$ cat config.mk
export PLATFORM = sky130hd
export DESIGN_NAME = rsc_cell
export DESIGN_NICKNAME = d
export VERILOG_FILES = /design/src/common/rsc_pkg.sv /design/src/rtl/rsc_sync.sv /design/src/rtl/rsc_cfg_ram.sv /design/src/rtl/rsc_cell.sv
export SDC_FILE = /design/constraint.sdc
export NUM_CORES = 1
export LEC_CHECK = 0
export BUFFER_PORTS_ARGS = -buffer_cell sky130_fd_sc_hd__buf_2
export CORE_MARGIN = 4
export CORE_UTILIZATION = 30
export DETAILED_ROUTE_END_ITERATION = 10
export GPL_ROUTABILITY_DRIVEN = 0
export HOLD_SLACK_MARGIN = 0.03
export SYNTH_ARGS = -nofsm -noshare
export SYNTH_HDL_FRONTEND = slang
export SYNTH_SLANG_ARGS = --single-unit
$ cat constraint.sdc
create_clock -name ref_clk -period 6.21 [get_ports ref_clk]
set_input_delay 0.621 -clock ref_clk [delete_from_list [all_inputs] [get_ports ref_clk]]
set_output_delay 0.621 -clock ref_clk [all_outputs]
set_load 0.03 [all_outputs]
$ cat src/common/rsc_pkg.sv
package rsc_pkg;

	// Datapath and configuration store
	localparam int DW      = 8;
	localparam int CFG_W   = 16;
	localparam int CFG_D   = 8;
	localparam int CFG_AW  = 3;
	localparam int DP_IN   = 6;
	localparam int DP_OUT  = 6;
	localparam int N_COND  = 8;
	localparam int COND_SW = 3;

	// Routing matrix
	localparam int RT_W    = 32;
	localparam int RT_IW   = 5;
	localparam int RT_DP   = 0;
	localparam int RT_CTL  = 6;
	localparam int RT_PIN  = 14;
	localparam int RT_EXT  = 22;
	localparam int RT_DIV  = 30;
	localparam int RT_ONE  = 31;

	// Subblocks, requests, port
	localparam int N_SUB    = 4;
	localparam int SUB_PTA0 = 0;
	localparam int SUB_PTA1 = 1;
	localparam int SUB_DP   = 2;
	localparam int SUB_SC   = 3;
	localparam int N_REQ    = 8;
	localparam int PORT_W   = 8;
	localparam int N_OE     = 4;
	localparam int CTL_W    = 8;
	localparam int STS_W    = 8;
	localparam int DIV_DEF  = 25;

	// Datapath input positions
	localparam int DI_ADDR = 0;
	localparam int DI_SIN  = 3;
	localparam int DI_CIN  = 4;
	localparam int DI_BANK = 5;

	// Configuration word fields
	localparam int CF_OP   = 0;
	localparam int CF_SH   = 3;
	localparam int CF_CSRC = 5;
	localparam int CF_SSRC = 6;
	localparam int CF_AWR  = 7;
	localparam int CF_BSRC = 8;
	localparam int CF_CWR  = 9;

	// Condition indices
	localparam int C_EQ   = 0;
	localparam int C_LT   = 1;
	localparam int C_ZERO = 2;
	localparam int C_ONES = 3;
	localparam int C_CO   = 4;
	localparam int C_SO   = 5;
	localparam int C_CREG = 6;
	localparam int C_SREG = 7;

	// Reset values
	localparam logic [CTL_W-1:0]  CTL_RST = 8'h00;
	localparam logic [PORT_W-1:0] OEN_RST = 8'hFF;

	typedef enum logic [2:0] {
		OP_INC  = 3'h0,
		OP_DEC  = 3'h1,
		OP_ADD  = 3'h2,
		OP_SUB  = 3'h3,
		OP_AND  = 3'h4,
		OP_OR   = 3'h5,
		OP_XOR  = 3'h6,
		OP_PASS = 3'h7
	} rsc_op_t;

	typedef enum logic [1:0] {
		SH_NONE  = 2'h0,
		SH_LEFT  = 2'h1,
		SH_RIGHT = 2'h2,
		SH_SWAP  = 2'h3
	} rsc_sh_t;

	typedef enum logic [1:0] {
		CK_ALWAYS = 2'h0,
		CK_DIV    = 2'h1,
		CK_OFF    = 2'h2
	} rsc_cks_t;

	typedef enum logic [1:0] {
		OE_ALL    = 2'h0,
		OE_HALF   = 2'h1,
		OE_PAIR   = 2'h2,
		OE_SINGLE = 2'h3
	} rsc_oe_t;

endpackage

$ cat src/rtl/rsc_sync.sv
`timescale 1ns/10ps
`default_nettype none
module rsc_sync
	import rsc_pkg::*;
#(
	parameter int W = PORT_W
) (
	// Clock and reset
	input  wire logic         ref_clk,
	input  wire logic         rstn,
	// Data
	input  wire logic [W-1:0] d,
	output logic      [W-1:0] q
);

	logic [W-1:0] s1_r;

	always_ff @(posedge ref_clk or negedge rstn) begin
		if (!rstn) begin
			s1_r <= '0;
			q    <= '0;
		end else begin
			s1_r <= d;
			q    <= s1_r;
		end
	end

	AST_SYNC_TWO: assert property (
		@(posedge ref_clk) disable iff (!rstn)
		$past(rstn, 2) |-> q == $past(d, 2))
		else $error("synchronizer latency is not two cycles");

endmodule
`default_nettype wire

$ cat src/rtl/rsc_cfg_ram.sv
`timescale 1ns/10ps
`default_nettype none
module rsc_cfg_ram
	import rsc_pkg::*;
#(
	parameter int W  = CFG_W,
	parameter int D  = CFG_D,
	parameter int AW = CFG_AW
) (
	// Clock and reset
	input  wire logic          ref_clk,
	input  wire logic          rstn,
	// Write port
	input  wire logic          we,
	input  wire logic [AW-1:0] waddr,
	input  wire logic [W-1:0]  wdata,
	// Read port
	input  wire logic          re,
	input  wire logic [AW-1:0] raddr,
	output logic      [W-1:0]  rdata
);

	logic [W-1:0] mem [D];

	// Small store, so a reset clear is cheap and keeps reads defined
	always_ff @(posedge ref_clk or negedge rstn) begin
		if (!rstn) begin
			for (int i = 0; i < D; i++) begin
				mem[i] <= '0;
			end
		end else if (we) begin
			mem[waddr] <= wdata;
		end
	end

	always_ff @(posedge ref_clk or negedge rstn) begin
		if (!rstn) begin
			rdata <= '0;
		end else if (re) begin
			rdata <= mem[raddr];
		end
	end

	AST_CFG_READ: assert property (
		@(posedge ref_clk) disable iff (!rstn)
		re |=> rdata == $past(mem[raddr]))
		else $error("configuration read returned wrong word");

endmodule
`default_nettype wire

$ cat src/rtl/rsc_cell.sv
`timescale 1ns/10ps
`default_nettype none
// How it works
// - Carry and shift-out registered for chaining
// - Six routed datapath inputs, six outputs
// - Routed inputs pick config and serial data
// - Each output selects a condition or serial
// - Bus writes control bits driving routing
// - Status read returns live routing values, latched ones for sticky bits
// - Each status bit picks its routing signal
// - Sticky status bits cleared by read
// - Routed control bit gates subblock clocks
// - Per-subblock clock select and enable
// - Any routed signal becomes a request
// - Port: eight in, eight out, four enables
// - Optional output stage, input synchronizer
// - Enable grouping from one to eight pins
module rsc_cell
	import rsc_pkg::*;
#(
	parameter int DIV = DIV_DEF
) (
	// Clock and reset
	input  wire logic                         ref_clk,
	input  wire logic                         rstn,
	// System side
	input  wire logic                         sys_ctl_we,
	input  wire logic [CTL_W-1:0]             sys_ctl_wdata,
	input  wire logic                         sys_sts_re,
	output logic      [STS_W-1:0]             sys_sts_rdata,
	input  wire logic                         sys_d_we,
	input  wire logic                         sys_d_bank,
	input  wire logic [DW-1:0]                sys_d_wdata,
	input  wire logic                         sys_cfg_we,
	input  wire logic [CFG_AW-1:0]            sys_cfg_waddr,
	input  wire logic [CFG_W-1:0]             sys_cfg_wdata,
	// Static routing configuration
	input  wire logic [DP_IN-1:0][RT_IW-1:0]  dp_in_sel,
	input  wire logic [DP_OUT-1:0][COND_SW-1:0] out_sel,
	input  wire logic [STS_W-1:0][RT_IW-1:0]  sts_sel,
	input  wire logic [STS_W-1:0]             sts_sticky,
	input  wire logic [N_SUB-1:0][1:0]        cks_sel,
	input  wire logic [N_SUB-1:0]             gate_en,
	input  wire logic [N_SUB-1:0][RT_IW-1:0]  gate_idx,
	input  wire logic [N_REQ-1:0][RT_IW-1:0]  req_sel,
	input  wire logic [N_REQ-1:0]             req_edge,
	input  wire logic [PORT_W-1:0]            pin_sync_en,
	input  wire logic [PORT_W-1:0][RT_IW-1:0] pin_out_sel,
	input  wire logic [PORT_W-1:0]            pin_pipe_en,
	input  wire logic [N_OE-1:0][RT_IW-1:0]   oe_sel,
	input  wire logic [1:0]                   oe_mode,
	// Routed fabric
	input  wire logic [PORT_W-1:0]            ext_rt,
	output logic      [CTL_W-1:0]             ctl_out,
	output logic      [DP_OUT-1:0]            dp_out,
	output logic      [N_REQ-1:0]             req_out,
	output logic      [1:0]                   pta_cke,
	// Pins
	input  wire logic [PORT_W-1:0]            pin_in,
	output logic      [PORT_W-1:0]            pin_out,
	output logic      [PORT_W-1:0]            pin_oe_n
);

	localparam int DVW = $clog2(DIV + 1);

	logic [RT_W-1:0]   rt_bus;
	logic [DP_IN-1:0]  dp_in;
	logic [CFG_W-1:0]  cfg_q;
	logic              bank_r;
	logic [DW-1:0]     a_r [2];
	logic [DW-1:0]     d_r [2];
	logic              c_r;
	logic              sr_r;
	logic [DW-1:0]     a_cur;
	logic [DW-1:0]     b_cur;
	logic [DW-1:0]     sh_res;
	logic [DW:0]       alu9;
	logic              cin;
	logic              sin;
	logic              so;
	logic [N_COND-1:0] cond;
	logic [STS_W-1:0]  sts_r;
	logic [STS_W-1:0]  sts_src;
	logic [STS_W-1:0]  sts_set;
	logic [N_SUB-1:0]  cke;
	logic [DVW-1:0]    div_cnt_r;
	logic              div_pulse_r;
	logic [N_REQ-1:0]  req_src;
	logic [N_REQ-1:0]  req_prev_r;
	logic [PORT_W-1:0] pin_sync;
	logic [PORT_W-1:0] pin_rt;
	logic [PORT_W-1:0] pin_src;
	logic [PORT_W-1:0] pin_pipe_r;
	logic [PORT_W-1:0] drv;
	logic [N_OE-1:0]   oe_src;

	assign rt_bus = {1'b1, div_pulse_r, ext_rt, pin_rt, ctl_out, dp_out};

	always_comb begin
		for (int i = 0; i < DP_IN; i++) begin
			dp_in[i] = rt_bus[dp_in_sel[i]];
		end
	end

	// Enable pulse for the slow clock option
	always_ff @(posedge ref_clk or negedge rstn) begin
		if (!rstn) begin
			div_cnt_r   <= '0;
			div_pulse_r <= 1'b0;
		end else if (div_cnt_r == DVW'(DIV - 1)) begin
			div_cnt_r   <= '0;
			div_pulse_r <= 1'b1;
		end else begin
			div_cnt_r   <= div_cnt_r + 1'b1;
			div_pulse_r <= 1'b0;
		end
	end

	always_comb begin
		for (int k = 0; k < N_SUB; k++) begin
			case (cks_sel[k])
				CK_ALWAYS: cke[k] = 1'b1;
				CK_DIV:    cke[k] = div_pulse_r;
				default:   cke[k] = 1'b0;
			endcase
			if (gate_en[k] && !rt_bus[gate_idx[k]]) begin
				cke[k] = 1'b0;
			end
		end
	end

	// Arrays sit outside; their enable arrives one cycle late
	always_ff @(posedge ref_clk or negedge rstn) begin
		if (!rstn) begin
			pta_cke <= '0;
		end else begin
			pta_cke <= {cke[SUB_PTA1], cke[SUB_PTA0]};
		end
	end

	rsc_cfg_ram #(
		.W  (CFG_W),
		.D  (CFG_D),
		.AW (CFG_AW)
	) u_cfg_ram (
		.ref_clk (ref_clk),
		.rstn    (rstn),
		.we      (sys_cfg_we),
		.waddr   (sys_cfg_waddr),
		.wdata   (sys_cfg_wdata),
		.re      (cke[SUB_DP]),
		.raddr   (dp_in[DI_ADDR +: CFG_AW]),
		.rdata   (cfg_q)
	);

	always_comb begin
		a_cur = a_r[bank_r];
		b_cur = cfg_q[CF_BSRC] ? a_r[~bank_r] : d_r[bank_r];
		cin   = cfg_q[CF_CSRC] ? c_r : dp_in[DI_CIN];
		sin   = cfg_q[CF_SSRC] ? sr_r : dp_in[DI_SIN];
		case (cfg_q[CF_OP +: 3])
			OP_INC:  alu9 = {1'b0, a_cur} + 9'h001;
			OP_DEC:  alu9 = {1'b0, a_cur} - 9'h001;
			OP_ADD:  alu9 = {1'b0, a_cur} + {1'b0, b_cur} + {8'h00, cin};
			OP_SUB:  alu9 = {1'b0, a_cur} + {1'b0, ~b_cur} + {8'h00, cin};
			OP_AND:  alu9 = {1'b0, a_cur & b_cur};
			OP_OR:   alu9 = {1'b0, a_cur | b_cur};
			OP_XOR:  alu9 = {1'b0, a_cur ^ b_cur};
			default: alu9 = {1'b0, a_cur};
		endcase
		so     = 1'b0;
		sh_res = alu9[DW-1:0];
		case (cfg_q[CF_SH +: 2])
			SH_LEFT: begin
				sh_res = {alu9[DW-2:0], sin};
				so     = alu9[DW-1];
			end
			SH_RIGHT: begin
				sh_res = {sin, alu9[DW-1:1]};
				so     = alu9[0];
			end
			SH_SWAP: begin
				sh_res = {alu9[3:0], alu9[7:4]};
			end
			default: begin
				sh_res = alu9[DW-1:0];
			end
		endcase
	end

	// Bank bit follows the config word so both apply together
	always_ff @(posedge ref_clk or negedge rstn) begin
		if (!rstn) begin
			a_r[0] <= '0;
			a_r[1] <= '0;
			bank_r <= 1'b0;
			c_r    <= 1'b0;
			sr_r   <= 1'b0;
		end else if (cke[SUB_DP]) begin
			bank_r <= dp_in[DI_BANK];
			if (cfg_q[CF_AWR]) begin
				a_r[bank_r] <= sh_res;
			end
			if (cfg_q[CF_CWR]) begin
				c_r  <= alu9[DW];
				sr_r <= so;
			end
		end
	end

	always_ff @(posedge ref_clk or negedge rstn) begin
		if (!rstn) begin
			d_r[0] <= '0;
			d_r[1] <= '0;
		end else if (sys_d_we) begin
			d_r[sys_d_bank] <= sys_d_wdata;
		end
	end

	always_comb begin
		cond         = '0;
		cond[C_EQ]   = a_cur == b_cur;
		cond[C_LT]   = a_cur < b_cur;
		cond[C_ZERO] = a_cur == 8'h00;
		cond[C_ONES] = a_cur == 8'hFF;
		cond[C_CO]   = alu9[DW];
		cond[C_SO]   = so;
		cond[C_CREG] = c_r;
		cond[C_SREG] = sr_r;
	end

	always_ff @(posedge ref_clk or negedge rstn) begin
		if (!rstn) begin
			dp_out <= '0;
		end else begin
			for (int i = 0; i < DP_OUT; i++) begin
				dp_out[i] <= cond[out_sel[i]];
			end
		end
	end

	always_ff @(posedge ref_clk or negedge rstn) begin
		if (!rstn) begin
			ctl_out <= CTL_RST;
		end else if (sys_ctl_we) begin
			ctl_out <= sys_ctl_wdata;
		end
	end

	always_comb begin
		for (int i = 0; i < STS_W; i++) begin
			sts_src[i] = rt_bus[sts_sel[i]];
		end
		sts_set = sts_src & sts_sticky & {STS_W{cke[SUB_SC]}};
	end

	always_ff @(posedge ref_clk or negedge rstn) begin
		if (!rstn) begin
			sts_r <= '0;
		end else begin
			sts_r <= ((sts_r & ~{STS_W{sys_sts_re}}) | sts_set) & sts_sticky;
		end
	end

	always_ff @(posedge ref_clk or negedge rstn) begin
		if (!rstn) begin
			sys_sts_rdata <= '0;
		end else if (sys_sts_re) begin
			sys_sts_rdata <= (sts_r & sts_sticky) | (sts_src & ~sts_sticky);
		end
	end

	always_comb begin
		for (int j = 0; j < N_REQ; j++) begin
			req_src[j] = rt_bus[req_sel[j]];
		end
	end

	always_ff @(posedge ref_clk or negedge rstn) begin
		if (!rstn) begin
			req_prev_r <= '0;
			req_out    <= '0;
		end else begin
			req_prev_r <= req_src;
			req_out    <= req_src & ~(req_prev_r & req_edge);
		end
	end

	rsc_sync #(
		.W (PORT_W)
	) u_pin_sync (
		.ref_clk (ref_clk),
		.rstn    (rstn),
		.d       (pin_in),
		.q       (pin_sync)
	);

	assign pin_rt = (pin_sync & pin_sync_en) | (pin_in & ~pin_sync_en);

	always_comb begin
		for (int i = 0; i < PORT_W; i++) begin
			pin_src[i] = rt_bus[pin_out_sel[i]];
		end
		for (int g = 0; g < N_OE; g++) begin
			oe_src[g] = rt_bus[oe_sel[g]];
		end
		case (oe_mode)
			OE_ALL:  drv = {PORT_W{oe_src[0]}};
			OE_HALF: drv = {{4{oe_src[1]}}, {4{oe_src[0]}}};
			OE_PAIR: drv = {{2{oe_src[3]}}, {2{oe_src[2]}}, {2{oe_src[1]}}, {2{oe_src[0]}}};
			default: drv = {4'h0, oe_src};
		endcase
	end

	always_ff @(posedge ref_clk or negedge rstn) begin
		if (!rstn) begin
			pin_pipe_r <= '0;
			pin_out    <= '0;
			pin_oe_n   <= OEN_RST;
		end else begin
			pin_pipe_r <= pin_src;
			pin_out    <= (pin_pipe_r & pin_pipe_en) | (pin_src & ~pin_pipe_en);
			pin_oe_n   <= ~drv;
		end
	end

	AST_CARRY_REG: assert property (
		@(posedge ref_clk) disable iff (!rstn)
		cke[SUB_DP] && cfg_q[CF_CWR] |=> c_r == $past(alu9[DW]))
		else $error("registered carry does not match ALU carry");

	AST_DP_OUT_SEL: assert property (
		@(posedge ref_clk) disable iff (!rstn)
		$past(rstn) |-> dp_out[0] == $past(cond[out_sel[0]]))
		else $error("datapath output does not follow its condition");

	AST_CTL_WRITE: assert property (
		@(posedge ref_clk) disable iff (!rstn)
		sys_ctl_we ##1 !sys_ctl_we |=> ctl_out == $past(sys_ctl_wdata, 2) && $stable(ctl_out))
		else $error("control write not held on routing");

	AST_STS_READ: assert property (
		@(posedge ref_clk) disable iff (!rstn)
		sys_sts_re |=> sys_sts_rdata ==
			$past((sts_r & sts_sticky) | (sts_src & ~sts_sticky)))
		else $error("status read returned wrong value");

	AST_STS_SET_WINS: assert property (
		@(posedge ref_clk) disable iff (!rstn)
		sts_set[STS_W-1] |=> sts_r[STS_W-1])
		else $error("sticky status event lost");

	AST_STS_CLEAR: assert property (
		@(posedge ref_clk) disable iff (!rstn)
		sys_sts_re && !sts_set[STS_W-1] |=> !sts_r[STS_W-1])
		else $error("sticky status not cleared by read");

	AST_DP_CKE_OFF: assert property (
		@(posedge ref_clk) disable iff (!rstn)
		cks_sel[SUB_DP] == CK_OFF |=> $stable(a_r[0]) && $stable(c_r) && $stable(bank_r))
		else $error("datapath advanced while its clock was off");

	AST_REQ_PULSE: assert property (
		@(posedge ref_clk) disable iff (!rstn)
		req_edge[N_REQ-1] && $stable(req_edge[N_REQ-1]) && req_out[N_REQ-1]
			|=> !req_out[N_REQ-1])
		else $error("edge request longer than one cycle");

	AST_OE_GANGED: assert property (
		@(posedge ref_clk) disable iff (!rstn)
		oe_mode == OE_ALL |=> pin_oe_n == {PORT_W{~$past(oe_src[0])}})
		else $error("ganged output enable not applied to all pins");

	AST_PIN_PIPE: assert property (
		@(posedge ref_clk) disable iff (!rstn)
		$past(rstn, 2) && pin_pipe_en[0] && $past(pin_pipe_en[0])
			|=> pin_out[0] == $past(pin_src[0], 2))
		else $error("pipelined pin output has wrong latency");

endmodule
`default_nettype wire

# After elaboration in Yosys (flattened, before gate mapping)
# Cells that the tools add are included.
op_classes:
  add_sub_neg: 7
  n_lt_le_gt_ge: 53
  n_eq_ne: 18
  mux: 126
  n_bitwise: 32
  reduce_logical: 20
ops:
  columns: ["operator", "n"]
  rows:
  - ["less-than comparator 5 x 6 -> 1 bit, second input constant", 38]
  - ["binary-select mux 1 bit (select 5 bit)", 38]
  - ["bitwise mux 128 bit", 1]
  - ["AND 8 bit", 13]
  - ["2-to-1 mux 8 bit", 12]
  - ["one-hot mux 9 bit (7 select lines)", 1]
  - ["NOT 8 bit", 7]
  - ["2-to-1 mux 1 bit", 51]
  - ["binary-select mux 16 bit (select 3 bit)", 1]
  - ["demux 16 bit (select 3 bit)", 1]
  - ["one-hot mux 8 bit (3 select lines)", 2]
  - ["OR 8 bit", 5]
  - ["bitwise mux 16 bit", 2]
  - ["less-than comparator 3 x 4 -> 1 bit, second input constant", 6]
  - ["2-to-1 mux 10 bit", 2]
  - ["adder 8 x 8 -> 9 bit", 2]
  - ["adder 9 x 1 -> 9 bit", 2]
  - ["binary-select mux 1 bit (select 3 bit)", 6]
  - ["demux 8 bit (select 1 bit)", 2]
  - ["2-to-1 mux 16 bit", 1]
  - ["== test 2 x 1 -> 1 bit, second input constant", 6]
  - ["logical NOT 2 bit", 5]
  - ["one-hot mux 1 bit (2 select lines)", 5]
  - ["adder 8 x 1 -> 9 bit, second input constant", 1]
  - ["24 further kinds", 46]
word_totals:
  register_bits: 267
  inputBits: 312
  output_inout_bits: 48
  elab_cells: 286

# Logic depth before layout (Yosys ltp)
logic_depth:
  depth_word: 13
  depth_mapped: 19
  ltp_nobuf: 17

# Modules after synthesis
# A second synthesis with hierarchy kept.
hier_totals:
  cells_unflattened: 1973
  area_unflattened_um2: 24104.4
modules_own_cells:
  columns: ["module", "instances", "cells_each", "area_per_inst_um2", "seq_area_each_um2"]
  rows:
  - ["rsc_cell", 1, 1495, 17065.1, 2785.2]
  - ["rsc_cfg_ram", 1, 462, 6638.9, 3603.5]
  - ["rsc_sync", 1, 16, 400.4, 400.4]

# Worst setup path before layout
# OpenSTA, ideal clock, no wires.
synth_path:
  path_kind: "input port to flip-flop"
  from: "input pin_sync_en[4]"
  to: "register a_r[2] in the netlist's numbering"
  setup_ns: 0.138
  arrival_time_ns: 4.799
  t_required_ns: 6.072
  setup_slack_ns: 1.274
  stages: 18
  n_path_buf: 2
  path_cell_list: "mux2_1 -> buf_2 -> clkbuf_1 -> mux4_2 -> mux4_2 -> mux2i_1 -> o21ai_0 -> fa_1 -> inv_1 -> fa_1 -> o21bai_1 -> a21o_1 -> a21oi_1 -> xnor2_1 -> a2111oi_0 -> a22oi_1 -> a221oi_1 -> o31ai_1"
synth_between:
  elab_chain_len: 10
  word_cells_on_any_way: 18
  classes_between: "add/sub: 2; mux: 9; bitwise: 4; reduce/logical: 3"
synth_lines:
  columns: ["element", "line", "source"]
  rows:
  - ["from (decl)", "rsc_cell.sv:47", "input wire logic [PORT_W-1:0] pin_sync_en,"]
  - ["NOT 8 bit", "rsc_cell.sv:298", "assign pin_rt = (pin_sync & pin_sync_en) | (pin_in & ~pin_sync_en);"]
  - ["AND 8 bit", "rsc_cell.sv:298", null]
  - ["OR 8 bit *", "rsc_cell.sv:298", null]
  - ["binary-select mux 1 bit (select 5 bit)", "rsc_cell.sv:101", "dp_in[i] = rt_bus[dp_in_sel[i]];"]
  - ["2-to-1 mux 1 bit (implied by the code)", "rsc_cell.sv:101", null]
  - ["2-to-1 mux 1 bit", "rsc_cell.sv:159", "cin = cfg_q[CF_CSRC] ? c_r : dp_in[DI_CIN];"]
  - ["adder 9 x 1 -> 9 bit (on tied branches)", "rsc_cell.sv:165, rsc_cell.sv:164", null]
  - ["one-hot mux 9 bit (7 select lines)", "rsc_cell.sv:161", "case (cfg_q[CF_OP +: 3])"]
  - ["one-hot mux 8 bit (3 select lines)", "rsc_cell.sv:173", "case (cfg_q[CF_SH +: 2])"]
  - ["bitwise mux 16 bit", "rsc_cell.sv:202", "a_r[bank_r] <= sh_res;"]
  - ["to (signal, indexed assignment)", "rsc_cell.sv:202", null]
  - ["to (decl)", "rsc_cell.sv:70", "logic [DW-1:0] a_r [2];"]
# Every way passes the cells marked *; elsewhere a longest branch is shown, timed or not. The select of a mux whose other input is x is not followed.
# A chain may end at the register's enable or synchronous reset.

# Worst setup path in the final report
layout_path:
  from: "register u_pin_sync.q[4]"
  to: "register a_r[2] in the netlist's numbering"
layout_between:
  elab_chain_len: 9
  word_cells_on_any_way: 16
  classes_between: "add/sub: 2; mux: 9; bitwise: 2; reduce/logical: 3"
layout_lines:
  columns: ["element", "line", "source"]
  rows:
  - ["from (decl)", "rsc_sync.sv:13", "output logic [W-1:0] q"]
  - ["from (signal assigned)", "rsc_sync.sv:24", "q <= s1_r;"]
  - ["AND 8 bit *", "rsc_cell.sv:298", null]
  - ["OR 8 bit *", "rsc_cell.sv:298", null]
  - ["binary-select mux 1 bit (select 5 bit)", "rsc_cell.sv:101", null]
  - ["2-to-1 mux 1 bit (implied by the code)", "rsc_cell.sv:101", null]
  - ["2-to-1 mux 1 bit", "rsc_cell.sv:159", null]
  - ["adder 9 x 1 -> 9 bit (on tied branches)", "rsc_cell.sv:165, rsc_cell.sv:164", null]
  - ["one-hot mux 9 bit (7 select lines)", "rsc_cell.sv:161", null]
  - ["one-hot mux 8 bit (3 select lines)", "rsc_cell.sv:173", null]
  - ["bitwise mux 16 bit", "rsc_cell.sv:202", null]
# Marks and branches as above.

==> metrics list <==
- H-tree depth: 1
- Clock transition at the register clock pins on the worst setup and hold paths after CTS: 0.06 ns
* Post-layout nets: 2380
* Slew margin rel.: 18.42%
- DRC violations left: 0
- Hold is met by 0.1389 ns.
- Dividing the detail-routed wire length by the instance count gives 28.30 um.
- HP Class: input pin to register
- Number of max-cap violations: 0
- In the final layout, the share of cells above drive strength 1 is 46.53%.
- Std-Cell Core Area: 0.07039 mm2
- The detailed router placed 18500 vias in this run.
* Global-route wire length before repair: 124.6 mm
- Clock network latency to the later pin of the worst-skew pair: 0.60 ns
- The synthesized design contains 0 enable-type register cells.
* Number of antenna violations at the first check in global routing: 47
- Final hold viol count: 0
- Measured along the x axis, the die boundary spans 275.2 um.
- Setup violations remaining at the end of the flow were counted as 0.
* Total of flip-flops plus latches after synthesis: 217
- Count of buffers added by post-CTS timing repair for setup: 0
- Min-Delay Endpoint: u_pin_sync.s1_r[3]$_DFF_PN0_
- Startpoint of the lowest-slack hold path: pin_in[3]
- Initial Util: 30.44%
* Endpoint of the worst register-to-register path: a_r[2]$_DFFE_PN0P_
- Summing every instance area after synthesis gives 0.02142 mm2.
- The number of pins exceeding their max-slew limit in the final report is 0.
* Share of async-settable or async-resettable flops after synthesis: 100.0%
- In this run the vertical extent of the chip is 275.2 um.
- STA classifies the critical path startpoint as a register.
- Final-layout fill cell count: 6908
- Area fraction of the dominant cell type after synthesis: 33.43%
* Core occupancy in the finished layout: 35.28%
- When the netlist entered floorplanning its net count stood at 2201.
- Setup Crit Path Kind: register to register
* RSZ-0062 raised after global routing: no
- Crit path time final: 5.359 ns
- Detail-routed via count per cell: 6.125
- Signed area change from the synthesized netlist to the final layout: 15.92%
- Detail Route Antenna Nets: 0
* Clk root buf: sky130_fd_sc_hd__clkbuf_16
- Synth Flop Type: sky130_fd_sc_hd__dfrtp_1
* Std cell rows: 97
- Entering global routing, the biggest net connects 82 pins.
* Slack of the worst reg-to-reg path: 0.85 ns
- Crit path largest cell delay: 0.61 ns
- Hold Path Depth: 1
* Synthesized instance count: 1847
- Counting the buffers created by CTS gives 28.
* Vias in the first global route: 18760
- For this run, the top clock speed supported by timing is 186.6 MHz.
- At the pin with the least slew margin, the transition time is 1.212 ns.
- STA classifies the critical path endpoint as a register.
- Of all nets on the critical path, the largest fanout is 5.
- CTS Hold Bufs: 1
- Outcome: complete, no violations
- Critical path data arrival time: 5.79 ns
- Post-CTS repair changed the size of 0 cells.
- Across the VDD grid, the largest voltage drop is 208.3 uV.
- Library cell occupying the most area in the post-synthesis netlist: sky130_fd_sc_hd__mux4_2
- First-iteration detailed-routing DRC count: 2383
* Final wirelength: 85.46 mm
* Clk sink count: 217
- The first detailed-routing pass took 6 iterations.
- Pin placement for this block handled 360 I/O pins.
- No sink is reached through more buffers than the 3 on the longest clock path.
- The count of buffers added on input and output ports is 353.
* Total congestion overflow: 0
- Summed over all failing endpoints, the final setup total negative slack is 0 ns.
- Top cell types by occurrence after synthesis: sky130_fd_sc_hd__mux4_2, sky130_fd_sc_hd__dfrtp_1, sky130_fd_sc_hd__clkbuf_1
- Worst Clk Skew: 0.04027 ns
- Ranked by total cell area, the synthesized netlist is headed by sky130_fd_sc_hd__mux4_2, sky130_fd_sc_hd__dfrtp_1, sky130_fd_sc_hd__mux2_2, sky130_fd_sc_hd__mux2i_1, sky130_fd_sc_hd__clkbuf_1.
* Cell type of the slowest stage on the worst timing path: sky130_fd_sc_hd__a2111oi_0
- Fraction of the cycle the final worst path needs: 86.29%
- Post-Syn Area per Cell: 11.60 um2
- The analysis attributes to cell leakage a power of 0.01009 uW.
- Data on the critical path is required at its endpoint by 6.64 ns.
* Sequence of cells on the critical path: mux2_1 -> mux4_2 -> mux4_2 -> mux2i_1 -> o21ai_0 -> fa_1 -> inv_1 -> fa_1 -> o21bai_1 -> a21o_1 -> a21oi_1 -> xnor2_1 -> a2111oi_0 -> a22oi_1 -> a221oi_1 -> o31ai_1
* Worst reg2reg path depth: 16
* All-layer global routing usage: 21.99%
- TritonCTS built the clock tree.
* Placed wire-length estimate after detailed placement: 55.85 mm
- Netlist cell types: 78
- Power density of the placed cells: 336.1 mW/mm2
- Die area: 0.07575 mm2
- In this run the critical register-to-register path is launched from u_pin_sync.q[4]$_DFF_PN0_.
- Of the synthesized area, sequential elements account for 25.38%.
- Yosys instantiated no cell more often than sky130_fd_sc_hd__mux4_2.
* Number of warnings issued by yosys: 0
==> power breakdown <==
part / internal, uW / switching (uW) / total [uW]
clock network: 1050 / 698 / 1740
registers: 1730 / 211 / 1940
logic: 1920 / 2740 / 4660
==> final cells by class <==
type	instances	area, um2	share of cell area, %
Timing Repair Buffer	402	2147	8.645
Clock inverter	17	227.7	0.9169
Antenna cell	32	80.08	0.3224
Sequential cell	217	5453	21.96
Multi-Input combinational cell	1319	14770	59.46
Inverter	58	217.7	0.8766
Tap cell	940	1176	4.736
Clock buffer	35	767.0	3.088
==> worst max path at each step <==
stage	endpoint	slack, ns	from	cells after the start
5_1_grt	a_r[2]$_DFFE_PN0P_	0.57	u_pin_sync.q[3]$_DFF_PN0_	16
3_3_place_gp	a_r[2]$_DFFE_PN0P_	0.43	dp_in_sel[20]	16
4_1_cts	a_r[2]$_DFFE_PN0P_	0.83	u_pin_sync.q[4]$_DFF_PN0_	16
3_5_place_dp	a_r[2]$_DFFE_PN0P_	0.44	dp_in_sel[20]	16
2_1_floorplan	a_r[2]$_DFFE_PN0P_	1.27	pin_sync_en[4]	18
6_report	a_r[2]$_DFFE_PN0P_	0.85	u_pin_sync.q[4]$_DFF_PN0_	16
==> stage by stage <==
step / total power (uW) / std cells / area, um2 / setup WS (ns)
6_report: 8348 / 3020 / 24840 / 0.8511
5_1_grt: 8835 / 3008 / 24810 / 0.5716
3_3_place_gp: 6437 / 2935 / 23750 / 0.4314
2_1_floorplan: 5200 / 1847 / 21420 / 1.274
3_5_place_dp: 6540 / 2935 / 23750 / 0.4358
4_1_cts: 8343 / 2988 / 24760 / 0.8332
==> worst max-delay path: cells and delay by family (launching register included) <==
kind / cells / cell delay (ns)
adders and majority gates: 2 / 0.70
AOI/OAI and AO/OA: 8 / 2.39
buffers and inverters: 1 / 0.09
muxes: 4 / 1.56
DFF: 1 / 0.36
xor gates and xnor gates: 1 / 0.08
==> state kept, by name (all words and copies together), names as in the netlist, 2 cells and up <==
register and count:
req_out 8, pin_out 8, d_r 16, u_pin_sync.q 8, dp_out 6, pin_oe_n 6, ctl_out 8, sys_sts_rdata 8
u_cfg_ram.mem 80, pin_pipe_r 8, u_cfg_ram.rdata 10, div_cnt_r 5, a_r 16, req_prev_r 8, pta_cke 2, u_pin_sync.s1_r 8
sts_r 8
==> logic make-up (layout without fill, tap and decap cells) <==
logic type	count (synthesis)	in the layout	synth area share [%]
DFF	217	217	25.38
other	0	32	0
adders and majority gates	42	42	2.628
xor gates and xnor gates	6	6	0.2453
AOI/OAI and AO/OA	347	347	11.00
and+or+nand+nor	342	342	7.744
muxes	582	582	47.18
buffers and inverters	311	512	5.817
==> per-layer routing <==
layer | vias up | GRT usage [%] | share of wire (%)
li1 | 7619 | - | -
met3 | 268 | 6.415 | 12
met1 | 9311 | 29.18 | 39
met5 | - | 0 | 0.19
met2 | 1277 | 33.81 | 45
met4 | 24 | 9.163 | 4.3
==> cells in the final DEF (no fill, tap or decap), drive strengths merged, types with 8 or more instances in the layout <==
master / instances
nor2: 115
a22oi: 8
a221oi: 8
o211ai: 10
dfrtp: 211
o31ai: 13
clkbuf: 35
mux2i: 105
clkinv: 9
nor3: 16
o22ai: 11
ha: 37
nand3: 36
a21oi: 95
buf: 401
nand2b: 11
nand3b: 8
nand2: 82
a211oi: 46
mux4: 324
mux2: 153
a21o: 13
a21boi: 10
inv: 58
o21ai: 59
nor2b: 41
diode: 32
o211a: 12
No activity file was read; power rests on OpenSTA's default activity.
